===== src/sca_pkg.sv =====
// shared constants and types for the command admission unit
package sca_pkg;

  localparam int NUM_INIT       = 8;
  localparam int INIT_W         = 8;
  localparam int QUEUE_DEPTH    = 16;
  localparam int BUSY_LIMIT     = 64;
  localparam int UA_KINDS       = 8;

  // status byte codes
  localparam logic [7:0] ST_GOOD     = 8'h00;
  localparam logic [7:0] ST_CHECK    = 8'h02;
  localparam logic [7:0] ST_BUSY     = 8'h08;
  localparam logic [7:0] ST_RES_CONF = 8'h18;
  localparam logic [7:0] ST_TSF      = 8'h28;

  // sense keys
  localparam logic [3:0] SK_NONE      = 4'h0;
  localparam logic [3:0] SK_NOT_READY = 4'h2;
  localparam logic [3:0] SK_ILLEGAL   = 4'h5;
  localparam logic [3:0] SK_UNIT_ATTN = 4'h6;

  // reporting method that raises a failure prediction attention
  localparam logic [3:0] MRIE_UA      = 4'h2;

  // unit attention kinds, index 0 is the highest priority
  localparam int UA_RESET    = 0;
  localparam int UA_CLEARED  = 1;
  localparam int UA_PR_LOST  = 2;
  localparam int UA_FORMAT   = 3;
  localparam int UA_MICRO    = 4;
  localparam int UA_MODE     = 5;
  localparam int UA_LOG      = 6;
  localparam int UA_PFA      = 7;

  typedef enum logic [1:0] {
    CMD_INQUIRY,
    CMD_REPORT_LUNS,
    CMD_REQ_SENSE,
    CMD_OTHER
  } sca_cmd_type;

  typedef enum logic [2:0] {
    ACT_EXECUTE,
    ACT_QUEUE,
    ACT_CHECK,
    ACT_BUSY,
    ACT_TSF,
    ACT_RES_CONF,
    ACT_GOOD_NOEXEC
  } sca_act_type;

endpackage : sca_pkg


===== src/sca_admit.sv =====
// command admission and unit attention top
//
// Behaviour
// - idle target runs a new command unless a higher condition blocks it
// - startup or format active: other commands get check condition, not ready sense key
// - pending unit attention outranks not ready during startup or format
// - priority command runs concurrently when concurrency conditions hold
// - command queued when a process exists and connection is correct
// - task set full when queue or unreserved slots are all occupied
// - task set full while a queued format has not started
// - degraded mode: task set full while queued start unit waits
// - busy only for initiators beyond the first 64 seen since power on
// - any reset creates a unit attention for every initiator
// - mode select setting pages: attention for all but the issuer
// - no mode attention on early error or header-only parameter list
// - format completion: attention for all but the issuer
// - microcode download completion: attention for all but the issuer
// - clear task set: attention for others with active or queued work
// - log select parameter clear: attention for all but the issuer
// - persistent reservation cleared by another: attention for the holder
// - failure threshold with reporting method 2h creates an attention
// - attentions kept per initiator, accumulate, persist until cleared
// - inquiry and report luns run with good status, attention kept
// - request sense returns other sense and keeps, else clears top one
// - other commands get check condition and clear top attention
// - blocking conditions checked in fixed order, only highest reported
// - status bytes: 02h check, 08h busy, 28h task set full
`timescale 1ns/1ps
module sca_admit
  import sca_pkg::*;
#(
  parameter int NINIT = NUM_INIT,
  parameter int QSIZE = QUEUE_DEPTH,
  parameter int BLIM  = BUSY_LIMIT
) (
  input  wire logic                     sys_clk_i,
  input  wire logic                     reset_i,
  // new command
  input  wire logic                     cmd_valid_i,
  input  wire logic [$clog2(NINIT)-1:0] cmd_init_i,
  input  wire logic                     cmd_new_init_i,
  input  wire sca_cmd_type              cmd_kind_i,
  input  wire logic                     cmd_priority_i,
  input  wire logic                     cmd_lun_bad_i,
  input  wire logic                     cmd_bad_conn_i,
  input  wire logic                     cmd_sense_pend_i,
  input  wire logic                     cmd_deferred_i,
  input  wire logic                     cmd_res_conf_i,
  input  wire logic                     cmd_bad_op_i,
  input  wire logic                     cmd_bad_cdb_i,
  // target state
  input  wire logic                     io_active_i,
  input  wire logic                     conc_ok_i,
  input  wire logic [$clog2(QSIZE):0]   q_used_i,
  input  wire logic [$clog2(QSIZE):0]   q_free_own_i,
  input  wire logic                     q_format_wait_i,
  input  wire logic                     q_start_wait_i,
  input  wire logic                     degraded_i,
  input  wire logic                     not_ready_i,
  // attention events
  input  wire logic                     ev_lun_reset_i,
  input  wire logic                     ev_mode_set_i,
  input  wire logic                     ev_mode_err_i,
  input  wire logic                     ev_mode_hdr_only_i,
  input  wire logic                     ev_format_done_i,
  input  wire logic                     ev_micro_done_i,
  input  wire logic                     ev_log_clear_i,
  input  wire logic                     log_param_clear_bit_i,
  input  wire logic                     ev_clear_task_i,
  input  wire logic [NINIT-1:0]         ev_clear_mask_i,
  input  wire logic                     ev_pr_lost_i,
  input  wire logic [$clog2(NINIT)-1:0] ev_holder_i,
  input  wire logic                     ev_pfa_i,
  input  wire logic [3:0]               pfa_method_i,
  input  wire logic [$clog2(NINIT)-1:0] ev_issuer_i,
  // answer
  output logic                          rsp_valid_o,
  output sca_act_type                   rsp_act_o,
  output logic [7:0]                    rsp_status_o,
  output logic [3:0]                    rsp_sense_key_o,
  output logic [UA_KINDS-1:0]           rsp_ua_kind_o,
  output logic [NINIT-1:0]              ua_any_o
);

  localparam int IW = $clog2(NINIT);
  localparam int CW = $clog2(BLIM + 1);

  // the initiator index must land on a real slot for every code it can hold
  if (NINIT < 2) begin : g_chk_ninit
    $error("sca_admit: NINIT must be at least 2");
  end
  if ((1 << IW) != NINIT) begin : g_chk_pow2
    $error("sca_admit: NINIT must be a power of two");
  end
  if (QSIZE < 1) begin : g_chk_qsize
    $error("sca_admit: QSIZE must be positive");
  end
  if (BLIM < 1) begin : g_chk_blim
    $error("sca_admit: BLIM must be positive");
  end

  ////////////////////////////////////////////////////////////////////////////
  // attention event fan-out

  logic [NINIT-1:0]    others;
  logic [UA_KINDS-1:0] ua_set [NINIT];
  logic [NINIT-1:0]    ua_clr;
  logic [UA_KINDS-1:0] ua_pend [NINIT];
  logic [UA_KINDS-1:0] ua_top [NINIT];
  logic                mode_ok;
  logic                pfa_ok;

  assign others  = ~(NINIT'(1) << ev_issuer_i);
  // page data must really be written before the attention is owed
  assign mode_ok = ev_mode_set_i & ~ev_mode_err_i
                 & ~ev_mode_hdr_only_i;
  assign pfa_ok  = ev_pfa_i & (pfa_method_i == MRIE_UA);

  always_comb begin
    for (int i = 0; i < NINIT; i++) begin
      ua_set[i] = '0;
      ua_set[i][UA_RESET]   = ev_lun_reset_i;
      ua_set[i][UA_MODE]    = mode_ok & others[i];
      ua_set[i][UA_FORMAT]  = ev_format_done_i & others[i];
      ua_set[i][UA_MICRO]   = ev_micro_done_i & others[i];
      ua_set[i][UA_CLEARED] = ev_clear_task_i & others[i]
                            & ev_clear_mask_i[i];
      ua_set[i][UA_LOG]     = ev_log_clear_i & log_param_clear_bit_i
                            & others[i];
      ua_set[i][UA_PR_LOST] = ev_pr_lost_i
                            & (ev_holder_i == IW'(i));
      ua_set[i][UA_PFA]     = pfa_ok;
    end
  end

  for (genvar g = 0; g < NINIT; g++) begin : g_ua
    sca_ua_slot #(
      .KINDS (UA_KINDS)
    ) u_slot (
      .sys_clk_i (sys_clk_i),
      .reset_i   (reset_i),
      .set_i     (ua_set[g]),
      .clr_top_i (ua_clr[g]),
      .pend_o    (ua_pend[g]),
      .top_o     (ua_top[g])
    );
  end

  ////////////////////////////////////////////////////////////////////////////
  // initiators seen since power on

  logic [CW-1:0]    seen_cnt_r;
  logic [NINIT-1:0] over_r;

  always_ff @(posedge sys_clk_i) begin
    if (reset_i) begin
      seen_cnt_r <= '0;
      over_r     <= '0;
    end else if (cmd_valid_i && cmd_new_init_i) begin
      if (seen_cnt_r < CW'(BLIM)) begin
        seen_cnt_r <= seen_cnt_r + CW'(1);
      end else begin
        over_r[cmd_init_i] <= 1'b1;
      end
    end
  end

  ////////////////////////////////////////////////////////////////////////////
  // admission decision

  logic        ua_here;
  logic        over_here;
  logic        q_full;
  logic        tsf;
  sca_act_type act;
  logic [7:0]  st;
  logic [3:0]  sk;
  logic        clr_now;

  assign ua_here   = |ua_pend[cmd_init_i];
  assign over_here = over_r[cmd_init_i] | (cmd_new_init_i
                   & (seen_cnt_r >= CW'(BLIM)));
  assign q_full    = (q_used_i >= ($clog2(QSIZE)+1)'(QSIZE))
                   | (q_free_own_i == '0);
  assign tsf       = q_full | q_format_wait_i
                   | (degraded_i & q_start_wait_i);

  // walk the conditions highest first; the first hit decides
  always_comb begin
    act     = ACT_EXECUTE;
    st      = ST_GOOD;
    sk      = SK_NONE;
    clr_now = 1'b0;
    if (cmd_lun_bad_i) begin
      act = (cmd_kind_i == CMD_OTHER) ? ACT_CHECK : ACT_GOOD_NOEXEC;
      st  = (cmd_kind_i == CMD_OTHER) ? ST_CHECK : ST_GOOD;
      sk  = SK_ILLEGAL;
    end else if (cmd_bad_conn_i) begin
      act = ACT_CHECK;
      st  = ST_CHECK;
      sk  = SK_ILLEGAL;
    end else if (ua_here && cmd_kind_i != CMD_INQUIRY
                 && cmd_kind_i != CMD_REPORT_LUNS) begin
      if (cmd_kind_i == CMD_REQ_SENSE) begin
        act     = ACT_GOOD_NOEXEC;
        st      = ST_GOOD;
        sk      = cmd_sense_pend_i ? SK_NONE : SK_UNIT_ATTN;
        clr_now = ~cmd_sense_pend_i;
      end else begin
        act     = ACT_CHECK;
        st      = ST_CHECK;
        sk      = SK_UNIT_ATTN;
        clr_now = 1'b1;
      end
    end else if (over_here) begin
      act = ACT_BUSY;
      st  = ST_BUSY;
    end else if (io_active_i && !(cmd_priority_i && conc_ok_i) && tsf) begin
      act = ACT_TSF;
      st  = ST_TSF;
    end else if (cmd_deferred_i) begin
      act = ACT_CHECK;
      st  = ST_CHECK;
    end else if (not_ready_i && cmd_kind_i == CMD_OTHER) begin
      act = ACT_CHECK;
      st  = ST_CHECK;
      sk  = SK_NOT_READY;
    end else if (cmd_res_conf_i) begin
      act = ACT_RES_CONF;
      st  = ST_RES_CONF;
    end else if (cmd_bad_op_i || cmd_bad_cdb_i) begin
      act = ACT_CHECK;
      st  = ST_CHECK;
      sk  = SK_ILLEGAL;
    end else if (io_active_i && !(cmd_priority_i && conc_ok_i)) begin
      act = ACT_QUEUE;
    end else begin
      act = ACT_EXECUTE;
    end
  end

  always_comb begin
    ua_clr = '0;
    if (cmd_valid_i && clr_now) ua_clr[cmd_init_i] = 1'b1;
  end

  ////////////////////////////////////////////////////////////////////////////
  // registered answer

  always_ff @(posedge sys_clk_i) begin
    if (reset_i) begin
      rsp_valid_o     <= 1'b0;
      rsp_act_o       <= ACT_EXECUTE;
      rsp_status_o    <= ST_GOOD;
      rsp_sense_key_o <= SK_NONE;
      rsp_ua_kind_o   <= '0;
    end else begin
      rsp_valid_o     <= cmd_valid_i;
      rsp_act_o       <= act;
      rsp_status_o    <= st;
      rsp_sense_key_o <= sk;
      rsp_ua_kind_o   <= clr_now ? ua_top[cmd_init_i] : '0;
    end
  end

  always_ff @(posedge sys_clk_i) begin
    if (reset_i) begin
      ua_any_o <= '0;
    end else begin
      for (int i = 0; i < NINIT; i++) ua_any_o[i] <= |ua_pend[i];
    end
  end

  ////////////////////////////////////////////////////////////////////////////
  // checks

  property p_busy_code;
    @(posedge sys_clk_i) disable iff (reset_i)
    rsp_valid_o && rsp_act_o == ACT_BUSY |-> rsp_status_o == 8'h08;
  endproperty
  a_busy_code: assert property (p_busy_code)
    else $error("busy status byte wrong");

  property p_tsf_code;
    @(posedge sys_clk_i) disable iff (reset_i)
    rsp_valid_o && rsp_act_o == ACT_TSF |-> rsp_status_o == 8'h28;
  endproperty
  a_tsf_code: assert property (p_tsf_code)
    else $error("task set full status byte wrong");

  property p_ua_other;
    @(posedge sys_clk_i) disable iff (reset_i)
    cmd_valid_i && ua_here && !cmd_lun_bad_i && !cmd_bad_conn_i
      && cmd_kind_i == CMD_OTHER
      |=> rsp_status_o == 8'h02 && rsp_sense_key_o == SK_UNIT_ATTN;
  endproperty
  a_ua_other: assert property (p_ua_other)
    else $error("pending attention not reported");

  property p_inq_keeps;
    @(posedge sys_clk_i) disable iff (reset_i)
    cmd_valid_i && cmd_kind_i == CMD_INQUIRY && ua_here
      // ua_any_o lags a cycle, so look at the store itself
      |=> |ua_pend[$past(cmd_init_i)];
  endproperty
  a_inq_keeps: assert property (p_inq_keeps)
    else $error("inquiry cleared an attention");

  property p_not_ready;
    @(posedge sys_clk_i) disable iff (reset_i)
    cmd_valid_i && not_ready_i && ua_here && cmd_kind_i == CMD_OTHER
      && !cmd_lun_bad_i && !cmd_bad_conn_i
      |=> rsp_sense_key_o != SK_NOT_READY;
  endproperty
  a_not_ready: assert property (p_not_ready)
    else $error("not ready reported over attention");

  property p_reset_ua;
    @(posedge sys_clk_i) ev_lun_reset_i && !reset_i
      ##1 !reset_i |=> &ua_any_o;
  endproperty
  a_reset_ua: assert property (p_reset_ua)
    else $error("reset did not raise attention everywhere");

  property p_queue;
    @(posedge sys_clk_i) disable iff (reset_i)
    cmd_valid_i && io_active_i && !cmd_priority_i && !tsf && !ua_here
      && !over_here && !cmd_lun_bad_i && !cmd_bad_conn_i && !cmd_deferred_i
      && !not_ready_i && !cmd_res_conf_i && !cmd_bad_op_i && !cmd_bad_cdb_i
      |=> rsp_act_o == ACT_QUEUE;
  endproperty
  a_queue: assert property (p_queue)
    else $error("command not queued");

  property p_format_wait;
    @(posedge sys_clk_i) disable iff (reset_i)
    cmd_valid_i && io_active_i && q_format_wait_i && !cmd_priority_i
      && !ua_here && !over_here && !cmd_lun_bad_i && !cmd_bad_conn_i
      |=> rsp_act_o == ACT_TSF && rsp_status_o == 8'h28;
  endproperty
  a_format_wait: assert property (p_format_wait)
    else $error("queued format did not block the command");

  property p_queue_full;
    @(posedge sys_clk_i) disable iff (reset_i)
    cmd_valid_i && io_active_i && !cmd_priority_i && q_free_own_i == '0
      && !ua_here && !over_here && !cmd_lun_bad_i && !cmd_bad_conn_i
      |=> rsp_act_o == ACT_TSF;
  endproperty
  a_queue_full: assert property (p_queue_full)
    else $error("full queue did not give task set full");

  c_ua_clr: cover property (@(posedge sys_clk_i) rsp_ua_kind_o != '0);
  c_busy:  cover property (@(posedge sys_clk_i) rsp_act_o == ACT_BUSY);
  c_tsf:   cover property (@(posedge sys_clk_i) rsp_act_o == ACT_TSF);
  c_queue: cover property (@(posedge sys_clk_i) rsp_act_o == ACT_QUEUE);

endmodule : sca_admit


===== src/sca_ua_slot.sv =====
// per-initiator unit attention store with priority pick
`timescale 1ns/1ps
module sca_ua_slot
  import sca_pkg::*;
#(
  parameter int KINDS = UA_KINDS
) (
  input  wire logic             sys_clk_i,
  input  wire logic             reset_i,
  input  wire logic [KINDS-1:0] set_i,
  input  wire logic             clr_top_i,
  output logic      [KINDS-1:0] pend_o,
  output logic      [KINDS-1:0] top_o
);

  if (KINDS < 1) begin : g_chk_kinds
    $error("sca_ua_slot: KINDS must be positive");
  end

  logic [KINDS-1:0] pend_r;
  logic [KINDS-1:0] top_nxt;

  // lowest index wins, so one pick is always deterministic
  always_comb begin
    top_nxt = '0;
    for (int k = KINDS - 1; k >= 0; k--) begin
      if (pend_r[k]) top_nxt = KINDS'(1) << k;
    end
  end

  // set wins over clear so a fresh event is never lost
  always_ff @(posedge sys_clk_i) begin
    if (reset_i) begin
      pend_r <= KINDS'(1) << UA_RESET;
    end else begin
      pend_r <= (pend_r & ~(clr_top_i ? top_nxt : '0)) | set_i;
    end
  end

  assign pend_o = pend_r;
  assign top_o  = top_nxt;

endmodule : sca_ua_slot


===== config.mk =====
export PLATFORM = sky130hd
export DESIGN_NAME = sca_admit
export DESIGN_NICKNAME = d
export VERILOG_FILES = /design/src/sca_pkg.sv /design/src/sca_admit.sv /design/src/sca_ua_slot.sv
export SDC_FILE = /design/constraint.sdc
export NUM_CORES = 1
export LEC_CHECK = 0
export BUFFER_PORTS_ARGS = -buffer_cell sky130_fd_sc_hd__buf_2
export CAP_MARGIN = 20
export CORE_MARGIN = 1.5
export CORE_UTILIZATION = 25
export CTS_BUF_LIST = sky130_fd_sc_hd__clkbuf_8
export DETAILED_ROUTE_END_ITERATION = 8
export GPL_ROUTABILITY_DRIVEN = 0
export HOLD_SLACK_MARGIN = 0.1
export SETUP_SLACK_MARGIN = 0.02
export SYNTH_ARGS = -nofsm -noshare
export SYNTH_HDL_FRONTEND = slang
export SYNTH_SLANG_ARGS = --single-unit

===== constraint.sdc =====
create_clock -name sys_clk_i -period 3 [get_ports sys_clk_i]
set_input_delay 0.3 -clock sys_clk_i [delete_from_list [all_inputs] [get_ports sys_clk_i]]
set_output_delay 0.3 -clock sys_clk_i [all_outputs]
set_load 0.02 [all_outputs]

# Word-level counts from Yosys, hierarchy flattened

Index checks and enable logic that the tools add are counted.

Register bits: 111
Bits in latches: 0
RAM bits: 0
ROM bits: 0
Output and inout bits: 32
Logic and storage cells: 282
Memories: 0

Add/sub/neg operators: 1
$mul: 0
Divide/modulo/power cells: 0
$lt $le $gt $ge: 6
Equal/unequal tests: 11
Shifts and indexed selects: 1
Mux-type cells: 121
Bitwise gates (word level): 98
Reduce and logical (&&, ||, !) cells: 27

Operators with widths:

| operator                                                           | count |
|---|---|
| 8-bit 2-to-1 mux                                                   | 80 |
| 8-bit inverter                                                     | 9 |
| 8-bit bitwise OR                                                   | 9 |
| 8-bit OR reduction                                                 | 9 |
| 8-bit AND                                                          | 8 |
| 3-bit 2-to-1 mux                                                   | 21 |
| 1-bit AND                                                          | 62 |
| 8-bit binary-select mux with 3-bit select                          | 2 |
| 5-bit 2-to-1 mux                                                   | 3 |
| 3-bit == test (second input constant)                              | 4 |
| 6-bit 2-to-1 mux                                                   | 2 |
| 1-bit logical AND                                                  | 9 |
| 2-bit 2-to-1 mux                                                   | 4 |
| 1-bit by 3-bit left shift with 8-bit output (first input constant) | 1 |
| 7-bit by 1-bit adder with 7-bit output (second input constant)     | 1 |
| 7-bit greater-or-equal comparator (second input constant)          | 1 |
| 7-bit less-than comparator (second input constant)                 | 1 |
| 1-bit 2-to-1 mux                                                   | 7 |
| 3-bit by 2-bit == test with 1-bit output (second input constant)   | 2 |
| 5-bit greater-or-equal comparator (second input constant)          | 1 |
| 5-bit logical NOT                                                  | 1 |
| 1-bit inverter                                                     | 5 |
| 2-bit == test (second input constant)                              | 2 |
| 4-bit by 2-bit == test with 1-bit output (second input constant)   | 1 |
| 16 further kinds                                                   | 20 |

# Longest topological paths before layout

Gate-level depths: netlist of run 1.

Depth in word-level cells: 16
Gate-level depth with buffers: 10
Depth with buffers taken out: 6

# Hierarchy

Synthesis of run 1 repeated with hierarchy kept, for this count alone.

Cell total of the unflattened synthesis: 724
Area, all modules: 5936.9 um^2

Modules (own cells, without submodules):

| module      | times used | cells each | area an instance (um^2) |
|---|---|---|---|
| sca_ua_slot | 8          | 43         | 386.6 |
| sca_admit   | 1          | 380        | 2844.0 |

# Least setup slack after synthesis of run 1

No wires, ideal clock.

Path kind: in2reg
Start point: in cmd_init_i[2]
End point: reg g_ua[3].u_slot.pend_r[2]
Arrival time: 2253 ps
Required time: 2908 ps
Setup slack: 655 ps
Stages: 9
Buffers on the path: 3
Cell sequence: buf_2 -> nand2b_1 -> o32ai_1 -> or4_4 -> o41ai_4 -> buf_6 -> buf_6 -> nor2_1 -> o32ai_1

Cells in the longest elaborated chain, start to end: 16

Ends and longest elaborated chain:

| element                                                | RTL line          | RTL |
|---|---|---|
| from (decl)                                            | sca_admit.sv:40   | `input wire logic [$clog2(NINIT)-1:0] cmd_init_i,` |
| 3-bit inverter with 4-bit output (not written as such) | sca_admit.sv:180  | `assign ua_here = \|ua_pend[cmd_init_i];` |
| 8-bit binary-select mux with 3-bit select              | sca_admit.sv:180  |  |
| 8-bit 2-to-1 mux (not written as such) (2 in series)   | sca_admit.sv:180  |  |
| 8-bit OR reduction                                     | sca_admit.sv:180  |  |
| 1-bit logical AND                                      | sca_admit.sv:202  | `end else if (ua_here && cmd_kind_i != CMD_INQUIRY` |
| 1-bit logical AND                                      | sca_admit.sv:203  | `&& cmd_kind_i != CMD_REPORT_LUNS) begin` |
| 1-bit 2-to-1 mux                                       | sca_admit.sv:202  |  |
| 1-bit 2-to-1 mux                                       | sca_admit.sv:198  | `end else if (cmd_bad_conn_i) begin` |
| 1-bit 2-to-1 mux                                       | sca_admit.sv:194  | `if (cmd_lun_bad_i) begin` |
| 1-bit logical AND                                      | sca_admit.sv:244  | `if (cmd_valid_i && clr_now) ua_clr[cmd_init_i] = 1'b1;` |
| 8-bit 2-to-1 mux *                                     | sca_admit.sv:244  |  |
| 8-bit 2-to-1 mux *                                     | sca_ua_slot.sv:36 | `pend_r <= (pend_r & ~(clr_top_i ? top_nxt : '0)) \| set_i;` |
| 8-bit inverter *                                       | sca_ua_slot.sv:36 |  |
| 8-bit AND *                                            | sca_ua_slot.sv:36 |  |
| 8-bit bitwise OR *                                     | sca_ua_slot.sv:36 |  |
| to (signal assigned)                                   | sca_ua_slot.sv:34 | `pend_r <= KINDS'(1) << UA_RESET;` |
| to (signal assigned)                                   | sca_ua_slot.sv:36 |  |
| to (decl)                                              | sca_ua_slot.sv:20 | `logic [KINDS-1:0] pend_r;` |

Every way passes the cells marked *; elsewhere a longest branch is shown, timed or not. The select of a mux whose other input is x is not followed.
A chain may end at the register's enable or synchronous reset.

# Worst setup path in the final report of run 1

Start point: reg g_ua[1].u_slot.pend_r[6]
End point: reg rsp_ua_kind_o[6]

Cells in the longest elaborated chain, start to end: 11

Ends and longest elaborated chain:

| element                                              | RTL line          | RTL |
|---|---|---|
| from (decl)                                          | sca_ua_slot.sv:20 |  |
| from (signal assigned)                               | sca_ua_slot.sv:34 |  |
| from (signal assigned)                               | sca_ua_slot.sv:36 |  |
| 8-bit binary-select mux with 3-bit select            | sca_admit.sv:180  |  |
| 8-bit 2-to-1 mux (not written as such) (2 in series) | sca_admit.sv:180  |  |
| 8-bit OR reduction                                   | sca_admit.sv:180  |  |
| 1-bit logical AND                                    | sca_admit.sv:202  |  |
| 1-bit logical AND                                    | sca_admit.sv:203  |  |
| 1-bit 2-to-1 mux                                     | sca_admit.sv:202  |  |
| 1-bit 2-to-1 mux                                     | sca_admit.sv:198  |  |
| 1-bit 2-to-1 mux                                     | sca_admit.sv:194  |  |
| 1-bit inverter (no source line)                      | -                 |  |
| 2-bit OR reduction (no source line)                  | -                 |  |
| to (signal assigned)                                 | sca_admit.sv:262  | `rsp_ua_kind_o <= clr_now ? ua_top[cmd_init_i] : '0;` |
| to (decl)                                            | sca_admit.sv:81   | `output logic [UA_KINDS-1:0] rsp_ua_kind_o,` |

Several ways; a longest one is shown, not always the timed one. The select of a mux whose other input is x is not followed.

==> run metrics, run 1 <==
count of cell types in the netlist 69; YS warnings 0; ranking of synthesized cells by area dfxtp_1, nor2_1, mux4_2, o21ai_0, o32ai_1; Port Buf Inserts 84; ys async rst share 0%; post-layout util between 30 and 40%; Final Critical Period 2.631 ns; CP Launch Type flip-flop; # resized after CTS 0; Layout fillers 2,280; period utilisation layout between 80 and 90%; number of synthesized flops with an enable pin 0; DRT iter0 DRCs between 400 and 500; Area Overhead vs Synth 19.49%; CTS tree yes; clock sink count ~110; RSZ-0062 raised after global routing no; # IOs 94; flop2flop setup slack 0.37 ns; Worst-Margin Slew 0.8765 ns; PwrDens roughly 450 nW/um^2; register area between 2000 and 2500 um^2; synthesis-stage register bit count 106; Total GRT Usage ~16%; Setup crit end kind flip-flop; fin worst setup slack about 0.37 ns; gr ovfl total 0; mean post-synth cell area approximately 8.4 um^2; WP data required ~3.3 ns; hold_buf cts 0; Longest Clk Path Bufs 2; ys flop type dfxtp_1; chip height roughly 150 um; cts bufs inserted 9; max cap viols 0; maximum vdd drop between 200 and 250 uV; Initial Util 25.57%; Placed Cells between 900 and 1,000; first-pass GRT wire length 27,740 um; via/cell ratio roughly 5.4; worst r2r path cells 7; Placed Area between 6000 and 7000 um^2; final instance area 6442 um^2; CTS clk-pin slew, worst paths 0.10 ns; Synth area leader dfxtp_1; kind of critical path reg -> reg; drt first pass iters 8; setup TNS 0 ns; Worst Clk Skew 0.01782 ns; Synth top cells by count dfxtp_1, nor2_1, inv_1; post-synthesis sequential area ratio between 30% and 40%; final WL 17,990 um; Arr. time, crit path 2.96 ns; Synth Instances 644; ANT nets after route 0; Rows 53; postcts setup bufs 0; RR Endpoint rsp_ua_kind_o[6]; Final nets approximately 800; largest net degree at the start of global routing 63; DIE AREA 22,460 um^2; status completed; hold path start ev_holder_i[2]; CP max FO 5; H-tree Lvls 3; Mapped Area between 5000 and 6000 um^2; Hold Crit Endpoint g_ua[2].u_slot.pend_o[2]; Setup-failing EPs final 0; worst skew pair latency 0.40 ns; hold depth 2; final hold violation count 0; detailed placement HPWL around 13,000 um; Slew Viols, Final 0; top-count cell post-synth dfxtp_1; drt drc 0; Leakage Power 0.002397 uW; r2r startpoint g_ua[1].u_slot.pend_o[6]; Slew headroom 41.44%; dpl ws ~0.15 ns; CTS root buf clkbuf_8; Non-Filler Instances 1,015; fraction of layout instances using a drive strength above 1 between 20% and 30%; antenna fix cells 0; Die W 149.9 um; core area 21,090 um^2; Avg WL per Cell 17.72 um; total number of vias 5,434; top achievable clock speed 380.1 MHz; initial antenna violation count 0; Hold Crit Class in -> reg; footprint of the multi-input gates slightly below 3000 um^2; post-synth top area share between 30% and 40%; vias in the first global route 4,932
per-layer routing:
| metal | track usage, % | wire length [um] | up-vias | share of wire [%] |
|---|---|---|---|---|
| met4 | 5.882 | 419 | 0 | 2.3 |
| met2 | 26.06 | 8299 | 223 | 46 |
| met5 | 0 | 0 | - | 0 |
| met3 | 3.720 | 1421 | 25 | 7.9 |
| li1 | - | - | 2588 | - |
| met1 | 21.04 | 7850 | 2598 | 44 |
where the power goes:
part	switching (uW)	internal, uW	total (uW)
combinational	236	151	387
clock	519	468	987
sequential	65.6	1470	1540
total	821	2090	2910
layout by cell type (no fill, tap or decap), types with 5 or more instances in the layout:
| cell | count |
|---|---|
| a21oi_1 | 32 |
| a31oi_1 | 9 |
| and3_1 | 5 |
| buf_2 | 84 |
| buf_4 | 31 |
| clkbuf_8 | 9 |
| conb_1 | 5 |
| dfxtp_1 | 106 |
| inv_1 | 41 |
| mux4_2 | 9 |
| nand2_1 | 36 |
| nand2b_1 | 14 |
| nand3_1 | 16 |
| nand3b_1 | 6 |
| nor2_1 | 78 |
| nor3_1 | 31 |
| nor3b_1 | 5 |
| nor4_1 | 17 |
| o211ai_1 | 10 |
| o21a_1 | 5 |
| o21ai_0 | 38 |
| o311ai_0 | 13 |
| o31ai_1 | 20 |
| o32ai_1 | 19 |
| or3_1 | 13 |
| or4_1 | 10 |
cells by family (layout without fill, tap and decap cells):
kind of cell | count (synthesis) | after routing | synth area share, %
and+or+nand+nor | 251 | 251 | 24.07
AOI/OAI and AO/OA | 187 | 187 | 24.55
DFF | 106 | 106 | 39.36
buffers and inverters | 81 | 173 | 6.545
muxes | 12 | 12 | 4.363
xor gates and xnor gates | 5 | 5 | 0.8124
adders and majority gates | 1 | 1 | 0.2320
other | 1 | 5 | 0.06955
worst max path at each step:
stage / start / to / slack (ns) / depth (start not counted)
after floorplan: cmd_init_i[2] / g_ua[3].u_slot.pend_o[2] / 0.65 / 9
after global placement: cmd_init_i[0] / g_ua[6].u_slot.pend_o[4] / 0.17 / 10
after detailed placement: cmd_init_i[0] / g_ua[6].u_slot.pend_o[4] / 0.15 / 10
after CTS: g_ua[1].u_slot.pend_o[6] / rsp_ua_kind_o[6] / 0.40 / 7
after global routing: g_ua[1].u_slot.pend_o[6] / rsp_ua_kind_o[6] / 0.15 / 7
final: g_ua[1].u_slot.pend_o[6] / rsp_ua_kind_o[6] / 0.37 / 7
per-stage QoR:
| stage | hold WS (ns) | power, uW |
|---|---|---|
| after global placement | 0.4471 | 1949 |
| after global routing | 0.1153 | 3047 |
| after detailed placement | 0.4582 | 1952 |
| after floorplan | 0.4025 | 1786 |
| after CTS | 0.1208 | 2943 |
| final | 0.1381 | 2911 |
layout make-up:
class,count,share of cell area (%)
Clock inverter,7,1.457
Multi-Input combinational cell,461,45.50
Inverter,41,2.389
Timing Repair Buffer,116,10.45
Tap cell,275,5.341
Sequential cell,106,32.94
Clock buffer,9,1.923
flip-flops by register name (all words and copies together), names as in the netlist:
signal              count
seen_cnt_r              7
rsp_status_o            4
g_ua.u_slot.pend_o     64
rsp_act_o               3
ua_any_o                8
rsp_ua_kind_o           8
rsp_sense_key_o         3
rsp_valid_o             1
over_r                  8
worst max-delay path, stage by stage, from the launching register on:
cell and delay, ns:
dfxtp_1 0.45, nor3_1 0.07, mux4_2 0.46, a21oi_1 0.36, nor4_4 0.08, nor3_1 0.69, buf_4 0.27, o31a_1 0.16
No activity file was read; power rests on OpenSTA's default activity.
==> run 2: changes to the inputs <==
- MAX_ROUTING_LAYER: default -> met4
==> run metrics, run 2 (synthesis results as in run 1) <==
gr ovfl total 0 (unchanged); period utilisation layout 87.55% (-0.14 points); final instance area 6442 um^2 (unchanged); Longest Clk Path Bufs 2 (unchanged); Placed Area 6225 um^2 (unchanged); register area 2122 um^2 (unchanged); kind of critical path reg -> reg; Die W 149.9 um (unchanged); Hold Crit Class in -> reg; DIE AREA 22,460 um^2 (unchanged); max cap viols 0 (unchanged); CTS clk-pin slew, worst paths 0.10 ns (about the same); CP Launch Type flip-flop; drt drc 0 (unchanged); drt first pass iters 6 (-2); ANT nets after route 0 (unchanged); setup TNS 0 ns (unchanged); postcts setup bufs 0 (unchanged); top achievable clock speed 380.7 MHz (+0.16%); Worst-Margin Slew 0.8895 ns (+0.01303 ns); maximum vdd drop 203.9 uV (+0.13%); number of flip-flops in the largest register 64 (unchanged); cts bufs inserted 9 (unchanged); CTS root buf clkbuf_8; WP data required 3.33 ns (about the same); footprint of the multi-input gates 2932 um^2 (unchanged); largest net degree at the start of global routing 63 (unchanged); Leakage Power 0.002397 uW (unchanged); chip height 149.9 um (unchanged); via/cell ratio 5.358 (about the same); Final nets 798 (unchanged); # resized after CTS 0 (unchanged); CTS tree yes; Area Overhead vs Synth 19.49% (unchanged); Slew headroom 40.57% (-0.87 points); PwrDens 451.9 nW/um^2 (about the same); Initial Util 25.57% (unchanged); hold_buf cts 0 (unchanged); Setup crit end kind flip-flop; first-pass GRT wire length 27,820 um (+0.30%); CP max FO 5 (unchanged); antenna fix cells 0 (unchanged); initial antenna violation count 0 (unchanged); most common cell after layout, fill and taps aside dfxtp_1; Layout fillers 2,280 (unchanged); most frequent cells in the layout dfxtp_1, buf_2, nor2_1; H-tree Lvls 3 (unchanged); Arr. time, crit path 2.95 ns (about the same); status completed; Avg WL per Cell 17.72 um (about the same); fin worst setup slack 0.3734 ns (+0.004108 ns); total number of vias 5,438 (+0.074%); vias in the first global route 4,940 (+0.16%); Port Buf Inserts 84 (unchanged); DRT iter0 DRCs 452 (+9.2%); RSZ-0062 raised after global routing no; worst skew pair latency 0.40 ns (about the same); Final Critical Period 2.627 ns (-0.004108 ns); # IOs 94 (unchanged); Setup-failing EPs final 0 (unchanged); core area 21,090 um^2 (unchanged); detailed placement HPWL 13,470 um (unchanged); final hold violation count 0 (unchanged); fraction of layout instances using a drive strength above 1 20.54% (unchanged); Total GRT Usage 16.68% (+0.49 points); dpl ws 0.1545 ns (unchanged); Slew Viols, Final 0 (unchanged); clock sink count 106 (unchanged); Worst Clk Skew 0.01743 ns (-0.0003880 ns); final WL 17,990 um (about the same); Rows 53 (unchanged)
run 2: cell counts in the layout (fill, tap and decap cells not counted):
No cell type changed its count.
run 2: per-stage QoR:
| stage | std cells | hold WS [ns] | util, % | total power [uW] |
|---|---|---|---|---|
| global placement | 999 | 0.4471 | 29.52 | 1949 |
| finish | 1015 | 0.1401 | 30.55 | 2911 |
| floorplan | 648 | 0.4025 | - | 1786 |
| CTS | 1015 | 0.1208 | 30.55 | 2943 |
| global route | 1015 | 0.1126 | 30.55 | 3048 |
| detailed placement | 999 | 0.4582 | 29.52 | 1952 |
run 2: layout make-up:
class	count	area share, %
flip-flops and latches	106	32.94
well taps	275	5.341
inverters	41	2.389
clock buffers	9	1.923
repair buffers	116	10.45
clock inverters	7	1.457
multi-input cells	461	45.50
run 2: metal layers:
layer,wire length (um),up-vias,GRT usage (%),part of all wire [%]
met2,8302,216,26.06,46
met1,7841,2610,21.14,44
met5,0,-,-,0
met4,446,0,5.735,2.5
met3,1394,25,3.750,7.8
li1,-,2587,-,-
run 2: path summary, 6_finish.rpt:
check | slack [ns] | endpoint | cells past startpoint | startpoint
hold reg to reg | 0.48 | over_r[1] | 2 | over_r[1]
hold / removal | 0.14 | g_ua[2].u_slot.pend_o[2] | 2 | ev_holder_i[0]
setup reg to reg | 0.37 | rsp_ua_kind_o[6] | 7 | g_ua[1].u_slot.pend_o[6]
setup / recovery | 0.37 | rsp_ua_kind_o[6] | 7 | g_ua[1].u_slot.pend_o[6]
run 2: power by group:
group / switching, uW / leakage [uW] / internal (uW)
Clock: 520 / 0.000105 / 468
Sequential: 65.3 / 0.000871 / 1470
Combinational: 236 / 0.00142 / 151
Total: 822 / 0.00240 / 2090
run 2: critical path, cell delays in order, from the launching register on:
cell and delay (ns):
dfxtp_1 0.46, nor3_1 0.07, mux4_2 0.46, a21oi_1 0.36, nor4_4 0.08, nor3_1 0.69, buf_4 0.27, o31a_1 0.16
==> run 3: changes to the inputs <==
- CORE_UTILIZATION: 25 -> 58
- PLACE_DENSITY: default -> 0.82
==> run metrics, run 3 (synthesis results as in run 1) <==
hold_buf cts 0 (unchanged); clock sink count 106 (unchanged); setup TNS 0 ns (unchanged); hold depth 3 (+1); Clock power frac 32.4% (-1.5 points); Area Overhead vs Synth 14.60%; maximum vdd drop 254.9 uV (+25%); P_int 2047 uW (-2.1%); period utilisation layout 92.17% (+4.6 points); Hold Crit Endpoint g_ua[4].u_slot.pend_o[1]; cts bufs inserted 9 (unchanged); total number of vias 5,592 (+2.8%); ANT nets after route 0 (unchanged); CP Launch Type flip-flop; flop2flop setup slack 0.23 ns (-0.14 ns); first-pass GRT wire length 25,630 um (-7.9%); Final nets 793 (-0.63%); chip height 99.42 um (-34%); Leakage Power 0.002376 uW (-0.90%); DIE AREA 9883 um^2 (-56%); drt first pass iters 5 (-1); DRT iter0 DRCs 560 (+24%); Rows 34 (-36%); # IOs 94 (unchanged); RR Endpoint g_ua[3].u_slot.pend_o[5]; CP max FO 9 (+4); Worst-Margin Slew 0.8902 ns (+0.0007263 ns); buffers and inverters on the worst path 4 (+3); Final Critical Period 2.765 ns (+0.1385 ns); Total GRT Usage 33.89% (+17 points); footprint of the multi-input gates 2932 um^2 (unchanged); final WL 16,220 um (-9.8%); worst r2r path cells 10 (+3); Net Switching 784.2 uW (-4.5%); register area 2122 um^2 (unchanged); top achievable clock speed 361.6 MHz (-5.0%); sequential group share of total power 54.2% (+1.5 points); core area 8848 um^2 (-58%); # resized after CTS 0 (unchanged); most used cell, CP buf_4; Comb power frac 13.4% (about the same); postcts setup bufs 0 (unchanged); switching portion of total power 27.70% (-0.52 points); worst-path cell chain mux4_2, a311oi_1, buf_4, a31oi_1, buf_4, o41ai_4, buf_4, buf_4, nor4_1, o32ai_1; critical path's top delay family compound AO/OA/AOI/OAI gates; Port Buf Inserts 84 (unchanged); largest net degree at the start of global routing 64 (+1.6%); Hold Crit Class in -> reg; vias in the first global route 5,217 (+5.6%); CTS clk-pin slew, worst paths 0.10 ns (about the same); hold path start ev_clear_mask_i[4]; Slew headroom 40.20% (-0.38 points); worst skew pair latency 0.38 ns (-0.02 ns); CTS root buf clkbuf_8; max cap viols 0 (unchanged); Die W 99.42 um (-34%); Slowest cell on crit path mux4_2; final hold violation count 0 (unchanged); drt drc 0 (unchanged); detailed placement HPWL 12,060 um (-10%); initial antenna violation count 0 (unchanged); PwrDens 458.2 nW/um^2 (+1.4%); status completed; RSZ-0062 raised after global routing no; Layout fillers 734 (-68%); fraction of layout instances using a drive strength above 1 19.75% (-0.79 points); Setup-failing EPs final 0 (unchanged); number of flip-flops in the largest register 64 (unchanged); Arr. time, crit path 3.05 ns (+0.10 ns); CP max stage delay 0.50 ns (-0.19 ns); post-layout util 69.82% (+39 points); most common cell after layout, fill and taps aside dfxtp_1; kind of critical path reg -> reg; WP data required 3.29 ns (-0.04 ns); most frequent cells in the layout dfxtp_1, buf_2, nor2_1; Slew Viols, Final 0 (unchanged); Avg WL per Cell 19.26 um (+8.7%); H-tree Lvls 3 (unchanged); r2r startpoint g_ua[7].u_slot.pend_o[0]; CTS tree yes; antenna fix cells 0 (unchanged); Initial Util 60.93% (+35 points); Setup crit end kind flip-flop; gr ovfl total 0 (unchanged); via/cell ratio 6.641 (+24%); Longest Clk Path Bufs 2 (unchanged); Worst Clk Skew 0.01130 ns (-0.006131 ns)
run 3: worst reg2reg max path: cells and delay by family, from the launching register on:
kind	cells	cell delay [ns]
AO/OA/AOI/OAI	4	0.96
buffers and inverters	4	0.80
multiplexers	1	0.50
flip-flops	1	0.36
AND/OR/NAND/NOR	1	0.06
run 3: routing by layer:
metal,track usage [%],vias to the layer above,share of wire (%)
li1,-,2575,-
met1,40.87,2608,39
met2,55.06,358,47
met3,8.011,51,9.7
met4,13.33,0,3.4
met5,-,-,0
run 3: worst max-delay path by stage:
stage / startpoint / to / slack, ns / cells past startpoint
floorplan: cmd_init_i[2] / g_ua[3].u_slot.pend_o[2] / 0.65 / 9
global placement: cmd_init_i[0] / g_ua[3].u_slot.pend_o[2] / 0.22 / 11
detailed placement: cmd_init_i[0] / g_ua[3].u_slot.pend_o[5] / 0.13 / 12
CTS: g_ua[4].u_slot.pend_o[0] / rsp_ua_kind_o[0] / 0.29 / 6
global route: g_ua[7].u_slot.pend_o[0] / g_ua[3].u_slot.pend_o[2] / 0.07 / 9
finish: g_ua[7].u_slot.pend_o[0] / g_ua[3].u_slot.pend_o[5] / 0.23 / 10
run 3: stage by stage:
step                worst slack, ns  std cells  area (um^2)  hold slack [ns]  power (uW)
floorplan                    0.6545        648         5406           0.4025        1786
global placement             0.2217        826         5971           0.4484        1917
detailed placement           0.1313        826         5971           0.4635        1930
CTS                          0.2931        841         6173           0.1709        2818
global route                0.06631        842         6178           0.1738        2913
finish                       0.2349        842         6178           0.1750        2831
run 3: area by class of cell:
type                    count  share of cell area, %
multi-input cells         461                  47.45
flip-flops and latches    106                  34.35
repair buffers            111                  10.25
inverters                  41                  2.491
clock buffers              11                  2.450
well taps                 108                  2.187
clock inverters             4                 0.8303
run 3: power by group through the flow:
stage / sequential [uW] / combinational [uW] / clock, uW
CTS: 1530 / 369 / 918
global route: 1540 / 410 / 962
floorplan: 1560 / 224 / 0
detailed placement: 1560 / 367 / 0
finish: 1530 / 378 / 918
global placement: 1560 / 356 / 0
